--- config.mk ---
export PLATFORM = sky130hd
export DESIGN_NAME = hbo_top
export DESIGN_NICKNAME = d
export VERILOG_FILES = /design/src/hw/hbo_pkg.sv /design/src/hw/hbo_bridge_if.sv /design/src/hw/hbo_bridge.sv /design/src/hw/hbo_top.sv
export SDC_FILE = /design/constraint.sdc
export NUM_CORES = 1
export LEC_CHECK = 0
export ABC_AREA = 1
export BUFFER_PORTS_ARGS = -buffer_cell sky130_fd_sc_hd__buf_4
export CAP_MARGIN = 25
export CORE_ASPECT_RATIO = 1.75
export CORE_MARGIN = 8
export CORE_UTILIZATION = 45
export DETAILED_ROUTE_END_ITERATION = 10
export GPL_TIMING_DRIVEN = 1
export PLACE_DENSITY_LB_ADDON = 0.08
export SYNTH_ARGS = -nofsm -noshare
export SYNTH_HDL_FRONTEND = slang
export SYNTH_HIERARCHICAL = 1
export SYNTH_SLANG_ARGS = --single-unit
--- constraint.sdc ---
create_clock -name pclk -period 1.5 [get_ports pclk]
set_input_delay 0 -clock pclk [delete_from_list [all_inputs] [get_ports pclk]]
set_output_delay 0 -clock pclk [all_outputs]
set_load 0.01 [all_outputs]
--- src/hw/hbo_pkg.sv ---
// Package with register map, field positions and reset values.
package hbo_pkg;
    // ========================================
    // Register indices; byte address is four times the index.
    localparam logic [5:0] IDX_BRIDGE_OUT  = 6'h01;
    localparam logic [5:0] IDX_BRIDGE_STAT = 6'h03;
    localparam logic [5:0] IDX_MUX_CTL     = 6'h08;
    localparam logic [5:0] IDX_SYS_CTL     = 6'h0c;
    localparam logic [5:0] IDX_IRQ_FLAG    = 6'h0d;
    localparam logic [5:0] IDX_IRQ_MASK    = 6'h0e;
    // ========================================
    // Field positions.
    localparam int NUM_BRIDGES      = 4;
    localparam int POS_RECIRC       = 7;
    localparam int POS_SENSE_GAIN   = 4;
    localparam int POS_STAGE_EN     = 0;
    localparam int POS_OT_SEL       = 1;
    localparam int POS_VOLT_INHIBIT = 3;
    localparam int POS_HARD_TRIP    = 7;
    localparam int POS_OT_FLAG      = 0;
    localparam int POS_UV_FLAG      = 1;
    localparam int POS_OV_FLAG      = 2;
    localparam int POS_OT_MASK      = 0;
    // ========================================
    // Reset values.
    localparam logic [7:0] RST_BRIDGE_OUT = 8'h00;
    localparam logic [1:0] RST_OT_SEL     = 2'h0;
endpackage

--- src/hw/hbo_bridge_if.sv ---
// Interface joining the control core to one half-bridge slice.
`timescale 1ns/1ps
interface hbo_bridge_if;
    logic high_select;
    logic low_select;
    logic stage_enable;
    logic recirc;
    logic pwm;
    logic oc_high;
    logic oc_low;
    logic high_gate_low;
    logic low_gate_low;
    logic oc_clear;
    logic oc_flag;
    logic high_on;
    logic low_on;
    modport ctl (output high_select, low_select, stage_enable, recirc, pwm,
                 oc_high, oc_low, high_gate_low, low_gate_low, oc_clear,
                 input oc_flag, high_on, low_on);
    modport bridge (input high_select, low_select, stage_enable, recirc, pwm,
                    oc_high, oc_low, high_gate_low, low_gate_low, oc_clear,
                    output oc_flag, high_on, low_on);
endinterface

--- src/hw/hbo_bridge.sv ---
// One half-bridge slice: mode decode, interlock and over-current latch.
`timescale 1ns/1ps
module hbo_bridge (
    input  wire logic    pclk,
    input  wire logic    presetn,
    hbo_bridge_if.bridge br
);
    logic want_high;
    logic want_low;
    logic high_dis;
    logic low_dis;
    logic pwm_mode;

    // ========================================
    // Over-current latches; a new event wins over a clear.
    always_ff @(posedge pclk or negedge presetn) begin
        if (!presetn) begin
            high_dis <= 1'b0;
            low_dis  <= 1'b0;
        end else begin
            high_dis <= (high_dis & ~br.oc_clear) | br.oc_high;
            low_dis  <= (low_dis & ~br.oc_clear) | br.oc_low;
        end
    end
    assign br.oc_flag = high_dis | low_dis;

    // ========================================
    // Mode decode; both selects mean PWM, never dual conduction.
    always_comb begin
        pwm_mode  = br.high_select & br.low_select;
        want_high = pwm_mode ? br.pwm : br.high_select;
        want_low  = pwm_mode ? (br.recirc & ~br.pwm) : br.low_select;
        want_high = want_high & br.stage_enable & ~high_dis & ~br.oc_high;
        want_low  = want_low & br.stage_enable & ~low_dis & ~br.oc_low;
    end

    // ========================================
    // Break-before-make: the opposite gate must be off and discharged.
    always_ff @(posedge pclk or negedge presetn) begin
        if (!presetn) begin
            br.high_on <= 1'b0;
            br.low_on  <= 1'b0;
        end else begin
            br.high_on <= want_high & ~br.low_on & br.low_gate_low;
            br.low_on  <= want_low & ~br.high_on & br.high_gate_low & ~want_high;
        end
    end
endmodule

--- src/hw/hbo_top.sv ---
// Half-bridge output control with APB register file and protection.
// ========================================
// Summary of operation
// All bridge MOSFETs stay off unless power_stage_enable is set.
// Selects decode: 00 off, low only, high only, 11 high-side PWM.
// High and low of one bridge never conduct together.
// A gate turns on only after the opposite gate reports discharged.
// In PWM mode the high side follows the PWM input.
// With recirc_mode set, low side is on while PWM high side is off.
// With recirc_mode clear, low side stays off in PWM off time.
// Reset clears bridge_output_reg, so all outputs start off.
// sense_gain_select picks sense gain: 1 low, 0 high resolution.
// First temperature threshold sets overtemp_warn_flag; masked interrupt.
// If selected, overtemp_warn_flag turns off the power stages.
// Write 1 or reset clears overtemp_warn_flag; useless while hot.
// Warning shutdown disabled: second threshold turns every stage off.
// Over-current switches that side off and sets the bridge flag.
// Writing 1 clears bridge_overcurrent_flag and re-enables the bridge.
// Writing 0 to bridge_overcurrent_flag changes nothing.
// Voltage flag set and inhibit clear disables all bridge outputs.
// Write 1 or reset clears voltage flags; useless while condition stays.
// Status register: recirc bit 7, zeros 6..4, flags 3..0, reset 0.
// Each protection shutdown is a latched disable until flag clear. The hard thermal trip has no flag and only reset releases it.
//
// Register access over APB is this design's own decision.
`timescale 1ns/1ps
module hbo_top (
    input  wire logic        pclk,
    input  wire logic        presetn,
    input  wire logic        psel,
    input  wire logic        penable,
    input  wire logic        pwrite,
    input  wire logic [7:0]  paddr,
    input  wire logic [31:0] pwdata,
    input  wire logic [3:0]  pstrb,
    output logic      [31:0] prdata,
    output logic             pready,
    output logic             pslverr,
    input  wire logic        pwm_in,
    input  wire logic        overtemp_warn_cond,
    input  wire logic        overtemp_hard_cond,
    input  wire logic        undervolt_cond,
    input  wire logic        overvolt_cond,
    input  wire logic [3:0]  oc_high,
    input  wire logic [3:0]  oc_low,
    input  wire logic [3:0]  high_gate_low,
    input  wire logic [3:0]  low_gate_low,
    output logic      [3:0]  high_gate_on,
    output logic      [3:0]  low_gate_on,
    output logic             sense_gain_select,
    output logic             overtemp_irq
);
    localparam int NB = hbo_pkg::NUM_BRIDGES;

    logic [7:0] bridge_output_reg;
    logic       recirc_mode;
    logic       power_stage_enable;
    logic [1:0] overtemp_shutdown_select;
    logic       volt_shutdown_inhibit;
    logic       overtemp_irq_mask;
    logic       overtemp_warn_flag;
    logic       undervolt_flag;
    logic       overvolt_flag;
    logic       overtemp_hard_shutdown;
    logic [3:0] bridge_overcurrent_flag;
    logic       stage_enable;
    logic       ot_shut_en;

    logic       wr_en;
    logic       rd_setup;
    logic       addr_ok;
    logic [5:0] idx;
    logic [7:0] wbyte;
    logic [7:0] next_rdata;
    logic       hit;

    // ========================================
    // APB decode. Zero wait states; unmapped addresses answer an error.
    assign idx     = paddr[7:2];
    assign addr_ok = (paddr[1:0] == 2'h0);
    assign wbyte   = pwdata[7:0];
    assign pready  = 1'b1;
    assign wr_en   = psel & penable & pwrite & hit & pstrb[0];
    assign rd_setup = psel & ~penable & ~pwrite;

    always_comb begin
        hit        = 1'b0;
        next_rdata = 8'h00;
        if (!addr_ok) begin
            hit = 1'b0;
        end else if (idx == hbo_pkg::IDX_BRIDGE_OUT) begin
            hit        = 1'b1;
            next_rdata = bridge_output_reg;
        end else if (idx == hbo_pkg::IDX_BRIDGE_STAT) begin
            hit        = 1'b1;
            next_rdata = {recirc_mode, 3'h0, bridge_overcurrent_flag};
        end else if (idx == hbo_pkg::IDX_MUX_CTL) begin
            hit = 1'b1;
            next_rdata[hbo_pkg::POS_SENSE_GAIN] = sense_gain_select;
        end else if (idx == hbo_pkg::IDX_SYS_CTL) begin
            hit = 1'b1;
            next_rdata[hbo_pkg::POS_STAGE_EN]     = power_stage_enable;
            next_rdata[hbo_pkg::POS_OT_SEL +: 2]  = overtemp_shutdown_select;
            next_rdata[hbo_pkg::POS_VOLT_INHIBIT] = volt_shutdown_inhibit;
            next_rdata[hbo_pkg::POS_HARD_TRIP]    = overtemp_hard_shutdown;
        end else if (idx == hbo_pkg::IDX_IRQ_FLAG) begin
            hit = 1'b1;
            next_rdata[hbo_pkg::POS_OT_FLAG] = overtemp_warn_flag;
            next_rdata[hbo_pkg::POS_UV_FLAG] = undervolt_flag;
            next_rdata[hbo_pkg::POS_OV_FLAG] = overvolt_flag;
        end else if (idx == hbo_pkg::IDX_IRQ_MASK) begin
            hit = 1'b1;
            next_rdata[hbo_pkg::POS_OT_MASK] = overtemp_irq_mask;
        end
    end

    assign pslverr = psel & penable & ~hit;

    // Read data is captured in the setup cycle so it leaves a flip-flop.
    always_ff @(posedge pclk or negedge presetn) begin
        if (!presetn) begin
            prdata <= 32'h0;
        end else if (rd_setup) begin
            prdata <= {24'h0, next_rdata};
        end
    end

    // ========================================
    // Software control registers.
    always_ff @(posedge pclk or negedge presetn) begin
        if (!presetn) begin
            bridge_output_reg <= hbo_pkg::RST_BRIDGE_OUT;
        end else if (wr_en && idx == hbo_pkg::IDX_BRIDGE_OUT) begin
            bridge_output_reg <= wbyte;
        end
    end

    always_ff @(posedge pclk or negedge presetn) begin
        if (!presetn) begin
            recirc_mode <= 1'b0;
        end else if (wr_en && idx == hbo_pkg::IDX_BRIDGE_STAT) begin
            recirc_mode <= wbyte[hbo_pkg::POS_RECIRC];
        end
    end

    always_ff @(posedge pclk or negedge presetn) begin
        if (!presetn) begin
            sense_gain_select <= 1'b0;
        end else if (wr_en && idx == hbo_pkg::IDX_MUX_CTL) begin
            sense_gain_select <= wbyte[hbo_pkg::POS_SENSE_GAIN];
        end
    end

    always_ff @(posedge pclk or negedge presetn) begin
        if (!presetn) begin
            power_stage_enable       <= 1'b0;
            overtemp_shutdown_select <= hbo_pkg::RST_OT_SEL;
            volt_shutdown_inhibit    <= 1'b0;
        end else if (wr_en && idx == hbo_pkg::IDX_SYS_CTL) begin
            power_stage_enable       <= wbyte[hbo_pkg::POS_STAGE_EN];
            overtemp_shutdown_select <= wbyte[hbo_pkg::POS_OT_SEL +: 2];
            volt_shutdown_inhibit    <= wbyte[hbo_pkg::POS_VOLT_INHIBIT];
        end
    end

    always_ff @(posedge pclk or negedge presetn) begin
        if (!presetn) begin
            overtemp_irq_mask <= 1'b0;
        end else if (wr_en && idx == hbo_pkg::IDX_IRQ_MASK) begin
            overtemp_irq_mask <= wbyte[hbo_pkg::POS_OT_MASK];
        end
    end

    // ========================================
    // Protection flags. A live condition sets the flag every cycle, so a
    // write of one has no effect while the condition persists.
    logic clr_ot;
    logic clr_uv;
    logic clr_ov;
    assign clr_ot = wr_en && idx == hbo_pkg::IDX_IRQ_FLAG
                    && wbyte[hbo_pkg::POS_OT_FLAG];
    assign clr_uv = wr_en && idx == hbo_pkg::IDX_IRQ_FLAG
                    && wbyte[hbo_pkg::POS_UV_FLAG];
    assign clr_ov = wr_en && idx == hbo_pkg::IDX_IRQ_FLAG
                    && wbyte[hbo_pkg::POS_OV_FLAG];

    always_ff @(posedge pclk or negedge presetn) begin
        if (!presetn) begin
            overtemp_warn_flag <= 1'b0;
        end else begin
            overtemp_warn_flag <= (overtemp_warn_flag & ~clr_ot)
                                  | overtemp_warn_cond;
        end
    end

    always_ff @(posedge pclk or negedge presetn) begin
        if (!presetn) begin
            undervolt_flag <= 1'b0;
            overvolt_flag  <= 1'b0;
        end else begin
            undervolt_flag <= (undervolt_flag & ~clr_uv) | undervolt_cond;
            overvolt_flag  <= (overvolt_flag & ~clr_ov) | overvolt_cond;
        end
    end

    assign ot_shut_en = (overtemp_shutdown_select != 2'h0);

    // The hard thermal trip has no flag of its own; only reset releases it.
    always_ff @(posedge pclk or negedge presetn) begin
        if (!presetn) begin
            overtemp_hard_shutdown <= 1'b0;
        end else if (!ot_shut_en && overtemp_hard_cond) begin
            overtemp_hard_shutdown <= 1'b1;
        end
    end

    assign overtemp_irq = overtemp_warn_flag & overtemp_irq_mask;

    // ========================================
    // Global stage enable from the master bit and the latched shutdowns.
    assign stage_enable = power_stage_enable
        & ~(overtemp_warn_flag & ot_shut_en)
        & ~((undervolt_flag | overvolt_flag) & ~volt_shutdown_inhibit)
        & ~overtemp_hard_shutdown;

    // ========================================
    // Bridge slices.
    hbo_bridge_if bif [NB] ();

    for (genvar i = 0; i < NB; i++) begin : g_br
        assign bif[i].high_select   = bridge_output_reg[2*i+1];
        assign bif[i].low_select    = bridge_output_reg[2*i];
        assign bif[i].stage_enable  = stage_enable;
        assign bif[i].recirc        = recirc_mode;
        assign bif[i].pwm           = pwm_in;
        assign bif[i].oc_high       = oc_high[i];
        assign bif[i].oc_low        = oc_low[i];
        assign bif[i].high_gate_low = high_gate_low[i];
        assign bif[i].low_gate_low  = low_gate_low[i];
        assign bif[i].oc_clear      = wr_en
            && idx == hbo_pkg::IDX_BRIDGE_STAT && wbyte[i];
        assign bridge_overcurrent_flag[i] = bif[i].oc_flag;
        assign high_gate_on[i] = bif[i].high_on;
        assign low_gate_on[i]  = bif[i].low_on;

        hbo_bridge u_bridge (
            .pclk    (pclk),
            .presetn (presetn),
            .br      (bif[i])
        );
    end
endmodule

# --- Word level (Yosys, flattened, before mapping) ---
# Cells that the tools add are included.
classes:
  n_eq_ne: 6
  n_mux: 28
  bitwise_logic: 132
  reduce_logical: 17
op_table:
  columns: ["cell", "count"]
  rows:
  - ["$and A1 B1 Y1", 73]
  - ["$not A1 Y1", 43]
  - ["$eq A6 B4 Y1 const B", 4]
  - ["$mux W1", 22]
  - ["$mux W8", 2]
  - ["$or A1 B1 Y1", 16]
  - ["$logic_and A1 B1 Y1", 14]
  - ["$eq A6 B1 Y1 const B", 1]
  - ["$eq A6 B2 Y1 const B", 1]
  - ["$mux W5", 1]
  - ["$mux W4", 1]
  - ["$mux W3", 1]
  - ["$logic_not A2 Y1", 1]
  - ["$mux W2", 1]
  - ["$reduce_bool A2 Y1", 1]
  - ["$logic_not A1 Y1", 1]
word_totals:
  regBits: 43
  input_bits: 70
  output_inout_bits: 44
  wordCells: 211

# --- Depth between registers and ports, before layout ---
logic_depth:
  word_depth: 15
  depth_mapped: 11
  depth_no_buf: 10

# --- Hierarchy ---
# The synthesis kept the hierarchy.
by_module_without_submodules:
  columns: ["module", "instances", "cells_each", "area_per_inst_um2", "seq_area_each_um2"]
  rows:
  - ["hbo_top", 1, 219, 1767.9, 675.6]
  - ["hbo_bridge", 4, 26, 198.9, 100.1]

# --- Worst setup path before layout ---
# No wires, ideal clock.
synth_timing:
  kind: "register to register"
  start: "register overtemp_shutdown_select[0]"
  end: "register g_br[0].u_bridge.br.low_on"
  setup_ns: 0.071
  arrival_time_ns: 1.338
  required_ns: 1.429
  setup_slack_ns: 0.091
  path_stages_with_launch: 8
  n_path_buf: 0
  synth_period_minus_slack_ns: 1.409
  cell_sequence: "dfrtp_1 -> inv_1 -> nand2_1 -> a211oi_1 -> nand2_1 -> clkinv_1 -> nand3_1 -> nor2_1"
synth_between:
  elab_chain_len: 12
  word_cells_on_any_way: 16
  classes_between: "bitwise: 15; reduce/logical: 1"
synth_lines:
  columns: ["item", "line_no", "text"]
  rows:
  - ["start, declared", "hbo_top.sv:58", "logic [1:0] overtemp_shutdown_select;"]
  - ["start signal, assigned", "hbo_top.sv:157", "overtemp_shutdown_select <= hbo_pkg::RST_OT_SEL;"]
  - ["start signal, assigned", "hbo_top.sv:161", "overtemp_shutdown_select <= wbyte[hbo_pkg::POS_OT_SEL +: 2];"]
  - ["$reduce_bool A2 Y1 (*)", "hbo_top.sv:206", "assign ot_shut_en = (overtemp_shutdown_select != 2'h0);"]
  - ["$and A1 B1 Y1 (*)", "hbo_top.sv:222", "& ~(overtemp_warn_flag & ot_shut_en)"]
  - ["$not A1 Y1 (*)", "hbo_top.sv:222", null]
  - ["$and A1 B1 Y1 (*)", "hbo_top.sv:222", null]
  - ["$and A1 B1 Y1 (*)", "hbo_top.sv:223", "& ~((undervolt_flag | overvolt_flag) & ~volt_shutdown_inhibit)"]
  - ["$and A1 B1 Y1 (*)", "hbo_top.sv:224", "& ~overtemp_hard_shutdown;"]
  - ["named net bif[0].stage_enable", "hbo_bridge_if.sv:6", "logic stage_enable;"]
  - ["$and A1 B1 Y1 (3 in a row)", "hbo_bridge.sv:34", "want_low = want_low & br.stage_enable & ~low_dis & ~br.oc_low;"]
  - ["$and A1 B1 Y1 (2 in a row)", "hbo_bridge.sv:45", "br.low_on <= want_low & ~br.high_on & br.high_gate_low & ~want_high;"]
  - ["$and A1 B1 Y1 (*)", "hbo_bridge.sv:45", null]
  - ["end signal, assigned", "hbo_bridge.sv:45", null]
  - ["end, declared", "hbo_bridge_if.sv:22", "output oc_flag, high_on, low_on);"]
# Mark *: on every way through the listed nets, which the timed path passes. The rest lies on a longest branch.
# A chain may end at the register's enable or synchronous reset.

# --- Worst setup path after layout ---
layout_timing:
  start: "register overvolt_flag"
  end: "register g_br[0].u_bridge.br.high_on"
layout_between:
  elab_chain_len: 10
layout_lines:
  columns: ["item", "line_no", "text"]
  rows:
  - ["start, declared", "hbo_top.sv:63", "logic overvolt_flag;"]
  - ["start signal, assigned", "hbo_top.sv:202", "overvolt_flag <= (overvolt_flag & ~clr_ov) | overvolt_cond;"]
  - ["$or A1 B1 Y1", "hbo_top.sv:223", null]
  - ["$and A1 B1 Y1", "hbo_top.sv:223", null]
  - ["$not A1 Y1", "hbo_top.sv:223", null]
  - ["$and A1 B1 Y1", "hbo_top.sv:223", null]
  - ["$and A1 B1 Y1", "hbo_top.sv:224", null]
  - ["named net bif[0].stage_enable", "hbo_bridge_if.sv:6", null]
  - ["$and A1 B1 Y1 (3 in a row)", "hbo_bridge.sv:33", "want_high = want_high & br.stage_enable & ~high_dis & ~br.oc_high;"]
  - ["$and A1 B1 Y1 (2 in a row)", "hbo_bridge.sv:44", "br.high_on <= want_high & ~br.low_on & br.low_gate_low;"]
  - ["end signal, assigned", "hbo_bridge.sv:44", null]
  - ["end, declared", "hbo_bridge_if.sv:22", null]
# The timed path passes the listed nets, and every way through them passes these cells.

==> impl_metrics.tcl <==
set metrics [dict create \
    ios 114 \
    synth_area_um2 2564 \
    multiInputGateArea_um2 1071 \
    power.density_nw_per_um2 683.7 \
    setup_viol 0 \
    synth_area_leaders "dfrtp_1 (42%), nand2_1 (11%), buf_4 (9.7%), inv_1 (8.2%), nor2_1 (4.1%)" \
    cts.htree.levels 2 \
    synth_top_area_share_pct 41.97 \
    vdd_drop_max_mv 0.5825 \
    syn_to_final_growth_pct 30.50 \
    arrival_ps 1540 \
    diodes 0 \
    synth.avg_cell_area_um2 7.937 \
    clk_latency_ps 300 \
    layout_common_cells "nand2_1 (73), buf_4 (68), inv_1 (56)" \
    required_ps 1740 \
    synthCells 323 \
    viasPerCell 4.538 \
    drt_iter0_drc 79 \
    hold_violations 0 \
    fill_cells 526 \
    grt_pass1_wl_um 10470 \
    layout_worst_path_cycle_share_pct 86.83 \
    start_util_pct 46.27 \
    synth_edf_count 0 \
    yosys.cell_types.count 28 \
    fp.dieArea_um2 8463 \
    rsz0062_at_grt "false" \
    setup_ws_ps 197.6 \
    coreArea_um2 5540 \
    final_common_cell "nand2_1" \
    clock_tree.buffer_depth 2 \
    die_w_um 73.06 \
    worstPathMaxFanout 8 \
    status "completed" \
    skew_ps 3.239 \
    grt_use_total_pct 16.09 \
    ys_seq_area_share_pct 41.97 \
    cts_made_buffers 5 \
    fin_setup_tns_ps 0 \
    min_period_ps 1302 \
    gp_routability_congestion 0.8239 \
    startpoint_type "flip-flop" \
    layout-drive-gt1-share_pct 24.46 \
    row_count 36 \
    tightestPinTransition_ps 551.8 \
    grt_overflow_total 0 \
    drv_slew 0 \
    synth_flop_cell "dfrtp_1" \
    grt_max_degree 44 \
    antenna_found_initial 0 \
    fp.dieH_um 115.9 \
    nNetsFinal 482 \
    yosysWarningCount 6 \
    vias 2219 \
    drt_wl_total_um 6448 \
    place_ws_ps 130.0 \
    grt_pass1_vias 2305 \
    root_buffer "clkbuf_8" \
    power_leakage_nw 1.847 \
    seqCellArea_um2 1076 \
    maxSlewHeadroom_pct 63.22 \
    fmax_mhz 767.8 \
    wl_per_cell_um 13.19 \
    async_flop_share_pct 100.0 \
    cts_tree "built" \
    ant_nets 0 \
    critical_path_class "reg2reg" \
    crit_path_end_kind "flip-flop" \
    io_buffers 61 \
    dp_hpwl_um 4865 \
    maxCapViolations 0 \
    dr.pass1.iters 4 \
    hold_class "in2reg" \
    yosysTopAreaCell "dfrtp_1" \
    cts.repair.resized 0 \
    ys_ff_latch 43 \
    cts_sinks 43 \
    clk_pin_slew_ps 80 \
    drc_errors 0 \
    total_power_mw 2.287 \
]
[worst max-delay path, cell delays in order (launching register included)]
cell and delay, ps:
dfrtp_1 410, nor2_1 100, o21ai_0 70, a211oi_1 180, buf_4 200, nand2_1 60
inv_1 60, nand3_1 70, nor2_1 80
[synthesized netlist by cell type (4+ instances only)]
library cell / n
nor2_1: 28
nand3_4: 4
nor2_2: 6
o21ai_0: 4
o211ai_1: 4
clkinv_1: 4
inv_1: 56
nand2_1: 73
dfrtp_1: 43
nand3_1: 18
buf_4: 33
o21ai_1: 4
a21boi_0: 4
o21ai_2: 10
o21bai_1: 8
nand4_1: 5
[per-layer routing]
metal | wire, um | vias to the layer above | GRT usage [%]
li1 | - | 1124 | -
met1 | 2286 | 1029 | 16.21
met2 | 3643 | 58 | 29.69
met3 | 408 | 8 | 4.506
met4 | 109 | 0 | 6.586
met5 | 0 | - | 0
[timing repair]
| item | in CTS | in global routing |
|---|---|---|
| hold buffers | 26 | 0 |
| buffers inserted | 0 | 0 |
| hold endpoints to repair | 70 | 0 |
[final cells by class]
| type | count | share of cell area (%) |
|---|---|---|
| inverter | 61 | 6.844 |
| clock inverter | 1 | 0.2244 |
| timing repair buffer | 94 | 23.04 |
| clock buffer | 7 | 2.880 |
| sequential | 43 | 32.16 |
| tap | 76 | 2.842 |
| multi-input combinational | 207 | 32.01 |
[power breakdown]
group / total [mW] / switching (mW) / internal, mW
clock: 0.829 / 0.410 / 0.419
sequential: 1.16 / 0.00174 / 1.16
combinational: 0.296 / 0.150 / 0.146
[logic make-up after synthesis]
| group | after synthesis | share of synthesized area, % |
|---|---|---|
| buffers and inverters | 96 | 19.62 |
| other | 2 | 0.2929 |
| AOI/OAI and AO/OA | 42 | 12.05 |
| DFF | 43 | 41.97 |
| and+or+nand+nor | 140 | 26.06 |
[through the flow]
step                hold WS, ps  area (um^2)  cells  util, %
finish                    8.880         3346    489    60.39
global route              23.31         3346    489    60.39
CTS                       3.096         3346    489    60.39
detailed placement        31.99         2982    455    53.82
global placement          29.17         2982    455    53.82
floorplan                -295.6         2650    346        -
[path summary, 6_finish.rpt]
check / from / to / slack [ps] / depth (start not counted)
max: overvolt_flag / g_br[0].u_bridge/br.high_on / 200 / 8
max in group asynchronous: presetn / overtemp_shutdown_select[1] / 890 / 2
min reg2reg: prdata[2] / prdata[2] / 500 / 2
min in group asynchronous: presetn / sense_gain_select / 220 / 2
min: high_gate_low[1] / g_br[1].u_bridge/br.low_on / 9 / 5
max reg2reg: overvolt_flag / g_br[0].u_bridge/br.high_on / 200 / 8
Note: power is estimated with default switching activity, not from simulation.
